File: src/tsens_regs_pkg.sv
`default_nettype none
package tsens_regs_pkg;
   // ****************************************************************
   // Register map
   // ****************************************************************
   localparam logic [1:0]  IDX_TEMPERATURE = 2'h0;
   localparam logic [1:0]  IDX_SETTINGS    = 2'h1;
   localparam logic [1:0]  IDX_LOW_LIMIT   = 2'h2;
   localparam logic [1:0]  IDX_HIGH_LIMIT  = 2'h3;
   localparam int          POINTER_W       = 8;
   localparam int          INDEX_W         = 2;
   localparam int          REG_W           = 16;
   localparam logic [15:0] SETTINGS_RESET  = 16'h40A0;
   localparam logic [15:0] SETTINGS_WMASK  = 16'h9FC0;
   localparam logic [15:0] LOW_RESET       = 16'h0000;
   localparam logic [15:0] HIGH_RESET      = 16'h0000;
   localparam logic [15:0] TEMP_RESET      = 16'h0000;
   localparam int          RATE_LSB        = 6;
   // ****************************************************************
   // Conversion periods
   // ****************************************************************
   localparam longint      CLK_HZ          = 100_000_000;
   localparam longint      PERIOD_0_MS     = 4000;
   localparam longint      PERIOD_1_MS     = 1000;
   localparam longint      PERIOD_2_MS     = 250;
   localparam longint      PERIOD_3_MS     = 125;
   localparam longint      PERIOD_0_CYC    = PERIOD_0_MS * CLK_HZ / 1000;
   localparam longint      PERIOD_1_CYC    = PERIOD_1_MS * CLK_HZ / 1000;
   localparam longint      PERIOD_2_CYC    = PERIOD_2_MS * CLK_HZ / 1000;
   localparam longint      PERIOD_3_CYC    = PERIOD_3_MS * CLK_HZ / 1000;
   localparam longint      PERIOD_MAX_CYC  = 64'h0000_0001_0000_0000;
endpackage
`default_nettype wire

File: src/tsens_regs.sv
`timescale 1ns/1ps
`default_nettype none
// What this block does
// - Eight-bit pointer, low two bits hold index
// - Pointer bits 2 to 7 read zero
// - Accesses go to the indexed register
// - Index 0 temp, 1 settings, 2 low, 3 high
// - Temperature read-only, limits read-write, settings writable in SETTINGS_WMASK bits only
// - Registers reached over two-wire bus, temperature also loaded by converter
// - Sixteen-bit registers move high byte first
// - Conversion period selectable, 250 ms default
module tsens_regs #(
   parameter longint P0_CYC = tsens_regs_pkg::PERIOD_0_CYC,
   parameter longint P1_CYC = tsens_regs_pkg::PERIOD_1_CYC,
   parameter longint P2_CYC = tsens_regs_pkg::PERIOD_2_CYC,
   parameter longint P3_CYC = tsens_regs_pkg::PERIOD_3_CYC
) (
   // Clock and reset
   input  wire logic        CLK,
   input  wire logic        RESET,
   // Byte stream from the two-wire bus engine
   input  wire logic        WR_START,
   input  wire logic        WR_BYTE_VALID,
   input  wire logic [7:0]  WR_BYTE,
   input  wire logic        RD_START,
   input  wire logic        RD_BYTE_TAKE,
   output logic      [7:0]  RD_BYTE,
   // Converter side
   input  wire logic        RESULT_VALID,
   input  wire logic [15:0] RESULT_DATA,
   output logic             CONVERT_START,
   // Register contents
   output logic      [7:0]  POINTER,
   output logic      [15:0] SETTINGS,
   output logic      [15:0] LOW_LIMIT,
   output logic      [15:0] HIGH_LIMIT
);
   import tsens_regs_pkg::*;

   // The pacing counter is 32 bits wide, and a period under two cycles
   // would let conversion pulses run together
   if (P0_CYC < 2 || P1_CYC < 2 || P2_CYC < 2 || P3_CYC < 2 || P0_CYC > PERIOD_MAX_CYC ||
       P1_CYC > PERIOD_MAX_CYC || P2_CYC > PERIOD_MAX_CYC || P3_CYC > PERIOD_MAX_CYC) begin : g_bad
      $error("conversion period counts out of range");
   end

   typedef enum logic [1:0] {WS_IDLE, WS_POINTER, WS_HIGH, WS_LOW} wstate_e;

   // ****************************************************************
   // Register state
   // ****************************************************************
   wstate_e      ws_r, ws_nxt;
   logic [1:0]   idx_r, idx_nxt;
   logic [15:0]  temp_r, temp_nxt;
   logic [15:0]  set_r, set_nxt;
   logic [15:0]  low_r, low_nxt;
   logic [15:0]  high_r, high_nxt;
   logic [7:0]   wr_hi_r, wr_hi_nxt;
   logic         rd_lo_r, rd_lo_nxt;
   logic [7:0]   rd_r, rd_nxt;
   logic [31:0]  cnt_r, cnt_nxt;
   logic         conv_r, conv_nxt;

   function automatic logic [15:0] sel_reg(input logic [1:0] i, input logic [15:0] t,
                                           input logic [15:0] s, input logic [15:0] l,
                                           input logic [15:0] h);
      unique case (i)
         IDX_TEMPERATURE: sel_reg = t;
         IDX_SETTINGS:    sel_reg = s;
         IDX_LOW_LIMIT:   sel_reg = l;
         IDX_HIGH_LIMIT:  sel_reg = h;
      endcase
   endfunction

   function automatic logic [31:0] period(input logic [1:0] rate);
      unique case (rate)
         2'h0: period = 32'(P0_CYC - 1);
         2'h1: period = 32'(P1_CYC - 1);
         2'h2: period = 32'(P2_CYC - 1);
         2'h3: period = 32'(P3_CYC - 1);
      endcase
   endfunction

   logic [15:0] cur;
   logic [15:0] wdata;
   logic [1:0]  rate;

   always_comb begin
      cur       = sel_reg(idx_r, temp_r, set_r, low_r, high_r);
      wdata     = {wr_hi_r, WR_BYTE};
      rate      = set_r[RATE_LSB +: 2];
      ws_nxt    = ws_r;
      idx_nxt   = idx_r;
      temp_nxt  = temp_r;
      set_nxt   = set_r;
      low_nxt   = low_r;
      high_nxt  = high_r;
      wr_hi_nxt = wr_hi_r;
      rd_lo_nxt = rd_lo_r;
      rd_nxt    = rd_r;
      cnt_nxt   = cnt_r;
      conv_nxt  = 1'b0;
      // Write: first byte is pointer, then high byte, then low byte
      if (WR_START) begin
         ws_nxt = WS_POINTER;
      end else if (WR_BYTE_VALID) begin
         unique case (ws_r)
            WS_IDLE: ws_nxt = WS_IDLE;
            WS_POINTER: begin
               idx_nxt = WR_BYTE[INDEX_W-1:0];
               ws_nxt  = WS_HIGH;
            end
            WS_HIGH: begin
               wr_hi_nxt = WR_BYTE;
               ws_nxt    = WS_LOW;
            end
            WS_LOW: begin
               unique case (idx_r)
                  IDX_TEMPERATURE: ;
                  IDX_SETTINGS:
                     set_nxt = (set_r & ~SETTINGS_WMASK) | (wdata & SETTINGS_WMASK);
                  IDX_LOW_LIMIT:   low_nxt = wdata;
                  IDX_HIGH_LIMIT:  high_nxt = wdata;
               endcase
               ws_nxt = WS_HIGH;
            end
         endcase
      end
      // Read: high byte first, then low byte, alternating
      if (RD_START) begin
         rd_nxt    = cur[15:8];
         rd_lo_nxt = 1'b1;
      end else if (RD_BYTE_TAKE) begin
         rd_nxt    = rd_lo_r ? cur[7:0] : cur[15:8];
         rd_lo_nxt = ~rd_lo_r;
      end
      // Conversion pacing, sleep bit not modelled here
      if (cnt_r == 32'h0000_0000) begin
         cnt_nxt  = period(rate);
         conv_nxt = 1'b1;
      end else if (cnt_r > period(rate)) begin
         cnt_nxt = period(rate);
      end else begin
         cnt_nxt = cnt_r - 32'h0000_0001;
      end
      if (RESULT_VALID) begin
         temp_nxt = RESULT_DATA;
      end
   end

   always_ff @(posedge CLK or posedge RESET) begin
      if (RESET) begin
         ws_r    <= WS_IDLE;
         idx_r   <= IDX_TEMPERATURE;
         temp_r  <= TEMP_RESET;
         set_r   <= SETTINGS_RESET;
         low_r   <= LOW_RESET;
         high_r  <= HIGH_RESET;
         wr_hi_r <= 8'h00;
         rd_lo_r <= 1'b0;
         rd_r    <= 8'h00;
         cnt_r   <= 32'h0000_0000;
         conv_r  <= 1'b0;
      end else begin
         ws_r    <= ws_nxt;
         idx_r   <= idx_nxt;
         temp_r  <= temp_nxt;
         set_r   <= set_nxt;
         low_r   <= low_nxt;
         high_r  <= high_nxt;
         wr_hi_r <= wr_hi_nxt;
         rd_lo_r <= rd_lo_nxt;
         rd_r    <= rd_nxt;
         cnt_r   <= cnt_nxt;
         conv_r  <= conv_nxt;
      end
   end

   assign POINTER       = {6'h00, idx_r};
   assign SETTINGS      = set_r;
   assign LOW_LIMIT     = low_r;
   assign HIGH_LIMIT    = high_r;
   assign RD_BYTE       = rd_r;
   assign CONVERT_START = conv_r;

   // ****************************************************************
   // Checks
   // ****************************************************************
   pointer_upper_a: assert property (@(posedge CLK) disable iff (RESET)
      POINTER[7:2] == 6'h00) else $error("pointer upper bits not zero");
   pointer_load_a: assert property (@(posedge CLK) disable iff (RESET)
      (WR_BYTE_VALID && !WR_START && ws_r == WS_POINTER) |=> idx_r == $past(WR_BYTE[1:0]))
      else $error("pointer not loaded");
   temp_ro_a: assert property (@(posedge CLK) disable iff (RESET)
      (WR_BYTE_VALID && !WR_START && ws_r == WS_LOW && idx_r == IDX_TEMPERATURE
       && !RESULT_VALID) |=> $stable(temp_r))
      else $error("temperature written by host");
   high_write_a: assert property (@(posedge CLK) disable iff (RESET)
      (WR_BYTE_VALID && !WR_START && ws_r == WS_LOW && idx_r == IDX_HIGH_LIMIT)
      |=> high_r == $past(wdata)) else $error("high limit write lost");
   settings_write_a: assert property (@(posedge CLK) disable iff (RESET)
      (WR_BYTE_VALID && !WR_START && ws_r == WS_LOW && idx_r == IDX_SETTINGS)
      |=> (SETTINGS & SETTINGS_WMASK) == ($past(wdata) & SETTINGS_WMASK))
      else $error("settings write lost");
   conv_period_a: assert property (@(posedge CLK) disable iff (RESET)
      (CONVERT_START && $stable(rate)) |-> cnt_r == period(rate))
      else $error("conversion period not reloaded");
   read_high_a: assert property (@(posedge CLK) disable iff (RESET)
      RD_START |=> RD_BYTE == $past(cur[15:8])) else $error("read not high byte first");
   read_low_a: assert property (@(posedge CLK) disable iff (RESET)
      (RD_START ##1 (RD_BYTE_TAKE && !RD_START && $stable(cur))) |=> RD_BYTE == $past(cur[7:0]))
      else $error("second read byte not low byte");
   low_write_a: assert property (@(posedge CLK) disable iff (RESET)
      (WR_BYTE_VALID && !WR_START && ws_r == WS_LOW && idx_r == IDX_LOW_LIMIT)
      |=> low_r == $past(wdata)) else $error("low limit write lost");
   conv_pace_a: assert property (@(posedge CLK) disable iff (RESET)
      (CONVERT_START && $stable(rate)) |=> !CONVERT_START) else $error("conversion too soon");
   reset_pointer_a: assert property (@(posedge CLK)
      $fell(RESET) |-> POINTER == 8'h00) else $error("pointer not zero after reset");
endmodule
`default_nettype wire

File: config.mk
export PLATFORM = sky130hd
export DESIGN_NAME = tsens_regs
export DESIGN_NICKNAME = d
export VERILOG_FILES = /design/src/tsens_regs_pkg.sv /design/src/tsens_regs.sv
export SDC_FILE = /design/constraint.sdc
export NUM_CORES = 1
export LEC_CHECK = 0
export BUFFER_PORTS_ARGS = -buffer_cell sky130_fd_sc_hd__buf_2
export CAP_MARGIN = 20
export CELL_PAD_IN_SITES_DETAIL_PLACEMENT = 1
export CELL_PAD_IN_SITES_GLOBAL_PLACEMENT = 1
export CORE_MARGIN = 2
export CORE_UTILIZATION = 45
export DETAILED_ROUTE_END_ITERATION = 16
export GPL_ROUTABILITY_DRIVEN = 0
export GPL_TIMING_DRIVEN = 1
export HOLD_SLACK_MARGIN = 0.08
export PLACE_DENSITY_LB_ADDON = 0.12
export RECOVER_POWER = 25
export SYNTH_ARGS = -nofsm -noshare
export SYNTH_HDL_FRONTEND = slang
export SYNTH_SLANG_ARGS = --single-unit
File: constraint.sdc
create_clock -name CLK -period 3.75 [get_ports CLK]
set_clock_uncertainty 0.05 [all_clocks]
set_input_delay 0.375 -clock CLK [delete_from_list [all_inputs] [get_ports CLK]]
set_output_delay 0.375 -clock CLK [all_outputs]
set_load 0.05 [all_outputs]
==> impl_table.tex <==
\begin{tabular}{lr}
\hline
Metric & Value \\
\hline
\multicolumn{2}{l}{\textbf{Run status}} \\
Outcome & finished, violations left \\
Failing checks & max-capacitance violations, max-slew violations \\
\multicolumn{2}{l}{\textbf{STA}} \\
Pins over their slew limit & 69 \\
Shortest clock period the worst path allows after layout & about 3.4 ns \\
Total setup violations reported at the end of the flow & 0 \\
Accumulated negative setup slack & 0 ns \\
Worst Slack Setup Final & between 0.3 and 0.4 ns \\
Worst hold slack & $\sim$0.19 ns \\
Crit share post-route & 0.918 \\
Hold Fails Final Rpt & 0 \\
Slew at the pin closest to its max-slew limit & roughly 2.7 ns \\
Max-slew headroom at the worst pin & -0.783 \\
Highest clock rate & about 290 MHz \\
Setup repair after global routing missed its margin & no \\
\multicolumn{2}{l}{\textbf{CTS}} \\
Post-CTS setup repair buffer count & 0 \\
Clock tree root buffer cell & sky130\_fd\_sc\_hd\_\_clkbuf\_16 \\
Number of buffers created by CTS & 9 \\
Num Clock Sinks & 110 \\
Post-cts gate resize count & 0 \\
Clock network latency to the later pin of the worst-skew pair & 0.35 ns \\
Hold bufs inserted after CTS & 0 \\
Clock-pin slew on the worst setup and hold paths & roughly 0.08 ns \\
Maximum root-to-sink buffer count & 2 \\
Htree depth & 3 \\
CTS tree & yes \\
\multicolumn{2}{l}{\textbf{Final layout}} \\
Filler Cell Count & around 1400 \\
Growth of design area from synthesis to finish & 14.7\% \\
Post-route cell area & $\sim$6600 um\^{}2 \\
Final cell utilization of the core & 0.525 \\
Fraction of final layout cells with drive strength greater than 1 & 0.326 \\
Fin nets & between 600 and 700 \\
Antenna Diode Count & 0 \\
Finished Layout Cells & around 760 \\
\multicolumn{2}{l}{\textbf{Floorplanning}} \\
Top-level port count & between 90 and 100 \\
Standard-cell row count & approximately 40 \\
Total Die Area & around 14000 um\^{}2 \\
Initial core utilization & 0.458 \\
Die height & roughly 120 um \\
Placeable Area & between 10000 and 15000 um\^{}2 \\
Horizontal extent of the die & $\sim$120 um \\
\multicolumn{2}{l}{\textbf{Power}} \\
Total Power & between 5 and 6 mW \\
Worst supply voltage drop on vdd & $\sim$0.38 mV \\
Reported leakage power & approximately 3 nW \\
Pwr per Cell Area & 777 nW/um\^{}2 \\
\multicolumn{2}{l}{\textbf{Place}} \\
Cell area after placement & roughly 6300 um\^{}2 \\
Post-Place Setup Slack & approximately 0.38 ns \\
Post-Place Cells & about 740 \\
Port buffer count & 81 \\
Placed wire-length estimate after detailed placement & $\sim$11 mm \\
\multicolumn{2}{l}{\textbf{Yosys}} \\
Post-synthesis cell type count & between 50 and 60 \\
Flop and latch count out of synthesis & 110 \\
FFs w/ async S/R, synth & 1.00 \\
Total standard cell area after synthesis & between 5000 and 6000 um\^{}2 \\
Cell count after synthesis & around 500 \\
Register area share after synthesis & 0.481 \\
Count of flip-flops with a built-in enable after synthesis & 0 \\
Average cell area after synthesis & 11.5 um\^{}2 \\
Number of warnings printed during yosys synthesis & 0 \\
Main synth FF type & sky130\_fd\_sc\_hd\_\_dfrtp\_1 \\
\multicolumn{2}{l}{\textbf{Critical path}} \\
Element type at the critical path end & flop \\
CP Class & reg -> reg \\
Worst reg-to-reg path cell count & 10 \\
Endpoint arrival time on the critical path & $\sim$3.7 ns \\
Critical path required time & between 3 and 4 ns \\
CP startpoint kind & flop \\
FF-to-FF Start & SETTINGS[7]\$\_DFFE\_PP1P\_ \\
Critical path peak fanout & 32 \\
Worst setup slack for register-to-register paths & approximately 0.31 ns \\
Endpoint of the most critical register-to-register path & cnt\_r[7]\$\_DFF\_PP0\_ \\
\multicolumn{2}{l}{\textbf{Global route}} \\
Grt total ovfl & 0 \\
Largest net degree at the start of global routing & between 60 and 70 \\
Total global-route track usage & 0.232 \\
Via count of the first global-routing pass & around 4200 \\
Global-route wire length before repair & roughly 24 mm \\
Antenna violations before repair & 0 \\
\multicolumn{2}{l}{\textbf{Drt}} \\
Routed vias/inst & 5.42 \\
First-pass DRT Iterations & 4 \\
Number of DRC violations after detailed routing & 0 \\
Number of DRC markers after the initial detailed-route iteration & 151 \\
Detailed Route WL & 14.9 mm \\
Routed len/inst & roughly 20 um \\
Remaining number of nets flagged by the antenna check after routing & 0 \\
Vias after detailed routing & 4092 \\
\multicolumn{2}{l}{\textbf{Flow run}} \\
Maximum capacitance violations & 1 \\
\multicolumn{2}{l}{\textbf{Hold path}} \\
Hold Path Depth & 2 \\
Kind of path behind the tightest hold check & in -> reg \\
Origin of the worst min-delay path & RESULT\_DATA[11] \\
End point of the worst hold path & temp\_r[11]\$\_DFFE\_PP0P\_ \\
\hline
\end{tabular}
-- worst max-delay path by stage --
stage                                 start                 endpoint  depth (start not counted)
global placement    SETTINGS[7]$_DFFE_PP1P_      cnt_r[11]$_DFF_PP0_                         10
floorplan                             RESET  CONVERT_START$_DFF_PP0_                          1
CTS                 SETTINGS[7]$_DFFE_PP1P_       cnt_r[7]$_DFF_PP0_                         10
global route        SETTINGS[7]$_DFFE_PP1P_      cnt_r[16]$_DFF_PP0_                         10
finish              SETTINGS[7]$_DFFE_PP1P_       cnt_r[7]$_DFF_PP0_                         10
detailed placement  SETTINGS[7]$_DFFE_PP1P_       cnt_r[7]$_DFF_PP0_                         10
-- cell usage after synthesis (3+ instances only) --
cell | count | share of area
sky130_fd_sc_hd__buf_6 | 3 | 0.0059
sky130_fd_sc_hd__o211ai_1 | 5 | 0.0066
sky130_fd_sc_hd__a21oi_1 | 26 | 0.023
sky130_fd_sc_hd__nor3b_1 | 3 | 0.0039
sky130_fd_sc_hd__buf_2 | 3 | 0.0026
sky130_fd_sc_hd__xnor2_1 | 19 | 0.029
sky130_fd_sc_hd__nor3_1 | 16 | 0.014
sky130_fd_sc_hd__mux2i_1 | 20 | 0.035
sky130_fd_sc_hd__nand2_1 | 32 | 0.021
sky130_fd_sc_hd__and2_1 | 3 | 0.0033
sky130_fd_sc_hd__xor2_1 | 14 | 0.021
sky130_fd_sc_hd__o21ai_0 | 17 | 0.015
sky130_fd_sc_hd__nand2b_1 | 3 | 0.0033
sky130_fd_sc_hd__nor2_1 | 25 | 0.016
sky130_fd_sc_hd__nand3_1 | 15 | 0.013
sky130_fd_sc_hd__or3_1 | 4 | 0.0044
sky130_fd_sc_hd__buf_4 | 14 | 0.018
sky130_fd_sc_hd__nor4_1 | 4 | 0.0044
sky130_fd_sc_hd__dfrtp_1 | 109 | 0.48
sky130_fd_sc_hd__o22ai_1 | 3 | 0.0033
sky130_fd_sc_hd__mux2_2 | 66 | 0.13
sky130_fd_sc_hd__inv_1 | 11 | 0.0072
sky130_fd_sc_hd__ha_1 | 26 | 0.057
sky130_fd_sc_hd__mux4_2 | 6 | 0.024
sky130_fd_sc_hd__or4_1 | 3 | 0.0039
sky130_fd_sc_hd__clkbuf_1 | 13 | 0.0085
-- flip-flops by register name, summed over array words and instances, names as in the netlist --
signal / flops
LOW_LIMIT: 16
ws_r: 2
HIGH_LIMIT: 16
CONVERT_START: 1
rd_lo_r: 1
wr_hi_r: 8
SETTINGS: 8
temp_r: 16
cnt_r: 32
RD_BYTE: 8
idx_r: 2
-- power breakdown --
part	switching [mW]	internal, mW
combinational	1.49	0.824
clock	0.486	0.473
sequential	0.337	1.49
-- logic make-up (layout without fill, tap and decap cells) --
logic type,Yosys count,in the layout,synth area share
DFF,110,110,0.481
muxes,92,92,0.188
other,2,14,0.00131
and+or+nand+nor,126,126,0.114
adders and majority gates,26,26,0.0568
AOI/OAI and AO/OA,64,64,0.0644
xor gates and xnor gates,33,33,0.0504
buffers and inverters,46,118,0.0439
-- critical path, cell delays in order (launching register included) --
cell,delay (ns)
sky130_fd_sc_hd__dfstp_2,0.64
sky130_fd_sc_hd__inv_1,0.18
sky130_fd_sc_hd__ha_1,0.35
sky130_fd_sc_hd__inv_1,0.07
sky130_fd_sc_hd__ha_1,0.28
sky130_fd_sc_hd__nand2_1,0.07
sky130_fd_sc_hd__nor3b_1,0.43
sky130_fd_sc_hd__nand3_1,0.13
sky130_fd_sc_hd__o21ai_1,0.32
sky130_fd_sc_hd__and2_4,0.52
sky130_fd_sc_hd__mux2i_1,0.28
-- final cells by class --
class / instances / area [um^2] / share of cell area
multi-input combinational: 355 / 2780 / 0.423
tap: 172 / 215 / 0.0328
inverter: 11 / 41.3 / 0.00629
timing repair buffer: 91 / 480 / 0.0731
clock inverter: 7 / 72.6 / 0.0110
sequential: 110 / 2750 / 0.419
clock buffer: 9 / 225 / 0.0343
-- per-layer routing --
layer	global-route usage	wire, um	up-vias
met2	0.338	6650	86
met4	0.0784	263	0
li1	-	-	1901
met5	0	0	-
met3	0.0376	527	15
met1	0.352	7420	2090
-- placed cells by master (no fill, tap or decap), types with 3 or more instances in the layout --
| cell type | netlist | final |
|---|---|---|
| sky130_fd_sc_hd__o21ai_0 | 17 | 17 |
| sky130_fd_sc_hd__mux2_2 | 66 | 66 |
| sky130_fd_sc_hd__clkbuf_16 | 0 | 9 |
| sky130_fd_sc_hd__o22ai_1 | 3 | 3 |
| sky130_fd_sc_hd__xnor2_1 | 19 | 19 |
| sky130_fd_sc_hd__conb_1 | 2 | 14 |
| sky130_fd_sc_hd__o211ai_1 | 5 | 5 |
| sky130_fd_sc_hd__nand2_1 | 32 | 32 |
| sky130_fd_sc_hd__nand3_1 | 15 | 15 |
| sky130_fd_sc_hd__buf_4 | 14 | 10 |
| sky130_fd_sc_hd__mux4_2 | 6 | 6 |
| sky130_fd_sc_hd__nor3_1 | 16 | 16 |
| sky130_fd_sc_hd__buf_2 | 3 | 81 |
| sky130_fd_sc_hd__dfrtp_1 | 109 | 109 |
| sky130_fd_sc_hd__and2_1 | 3 | 3 |
| sky130_fd_sc_hd__inv_1 | 11 | 11 |
| sky130_fd_sc_hd__or3_1 | 4 | 4 |
| sky130_fd_sc_hd__nand2b_1 | 3 | 3 |
| sky130_fd_sc_hd__a21oi_1 | 26 | 26 |
| sky130_fd_sc_hd__nor2_1 | 25 | 25 |
| sky130_fd_sc_hd__mux2i_1 | 20 | 20 |
| sky130_fd_sc_hd__xor2_1 | 14 | 14 |
| sky130_fd_sc_hd__ha_1 | 26 | 26 |
| sky130_fd_sc_hd__or4_1 | 3 | 3 |
| sky130_fd_sc_hd__nor4_1 | 4 | 3 |
(Power assumes the default switching activity.)
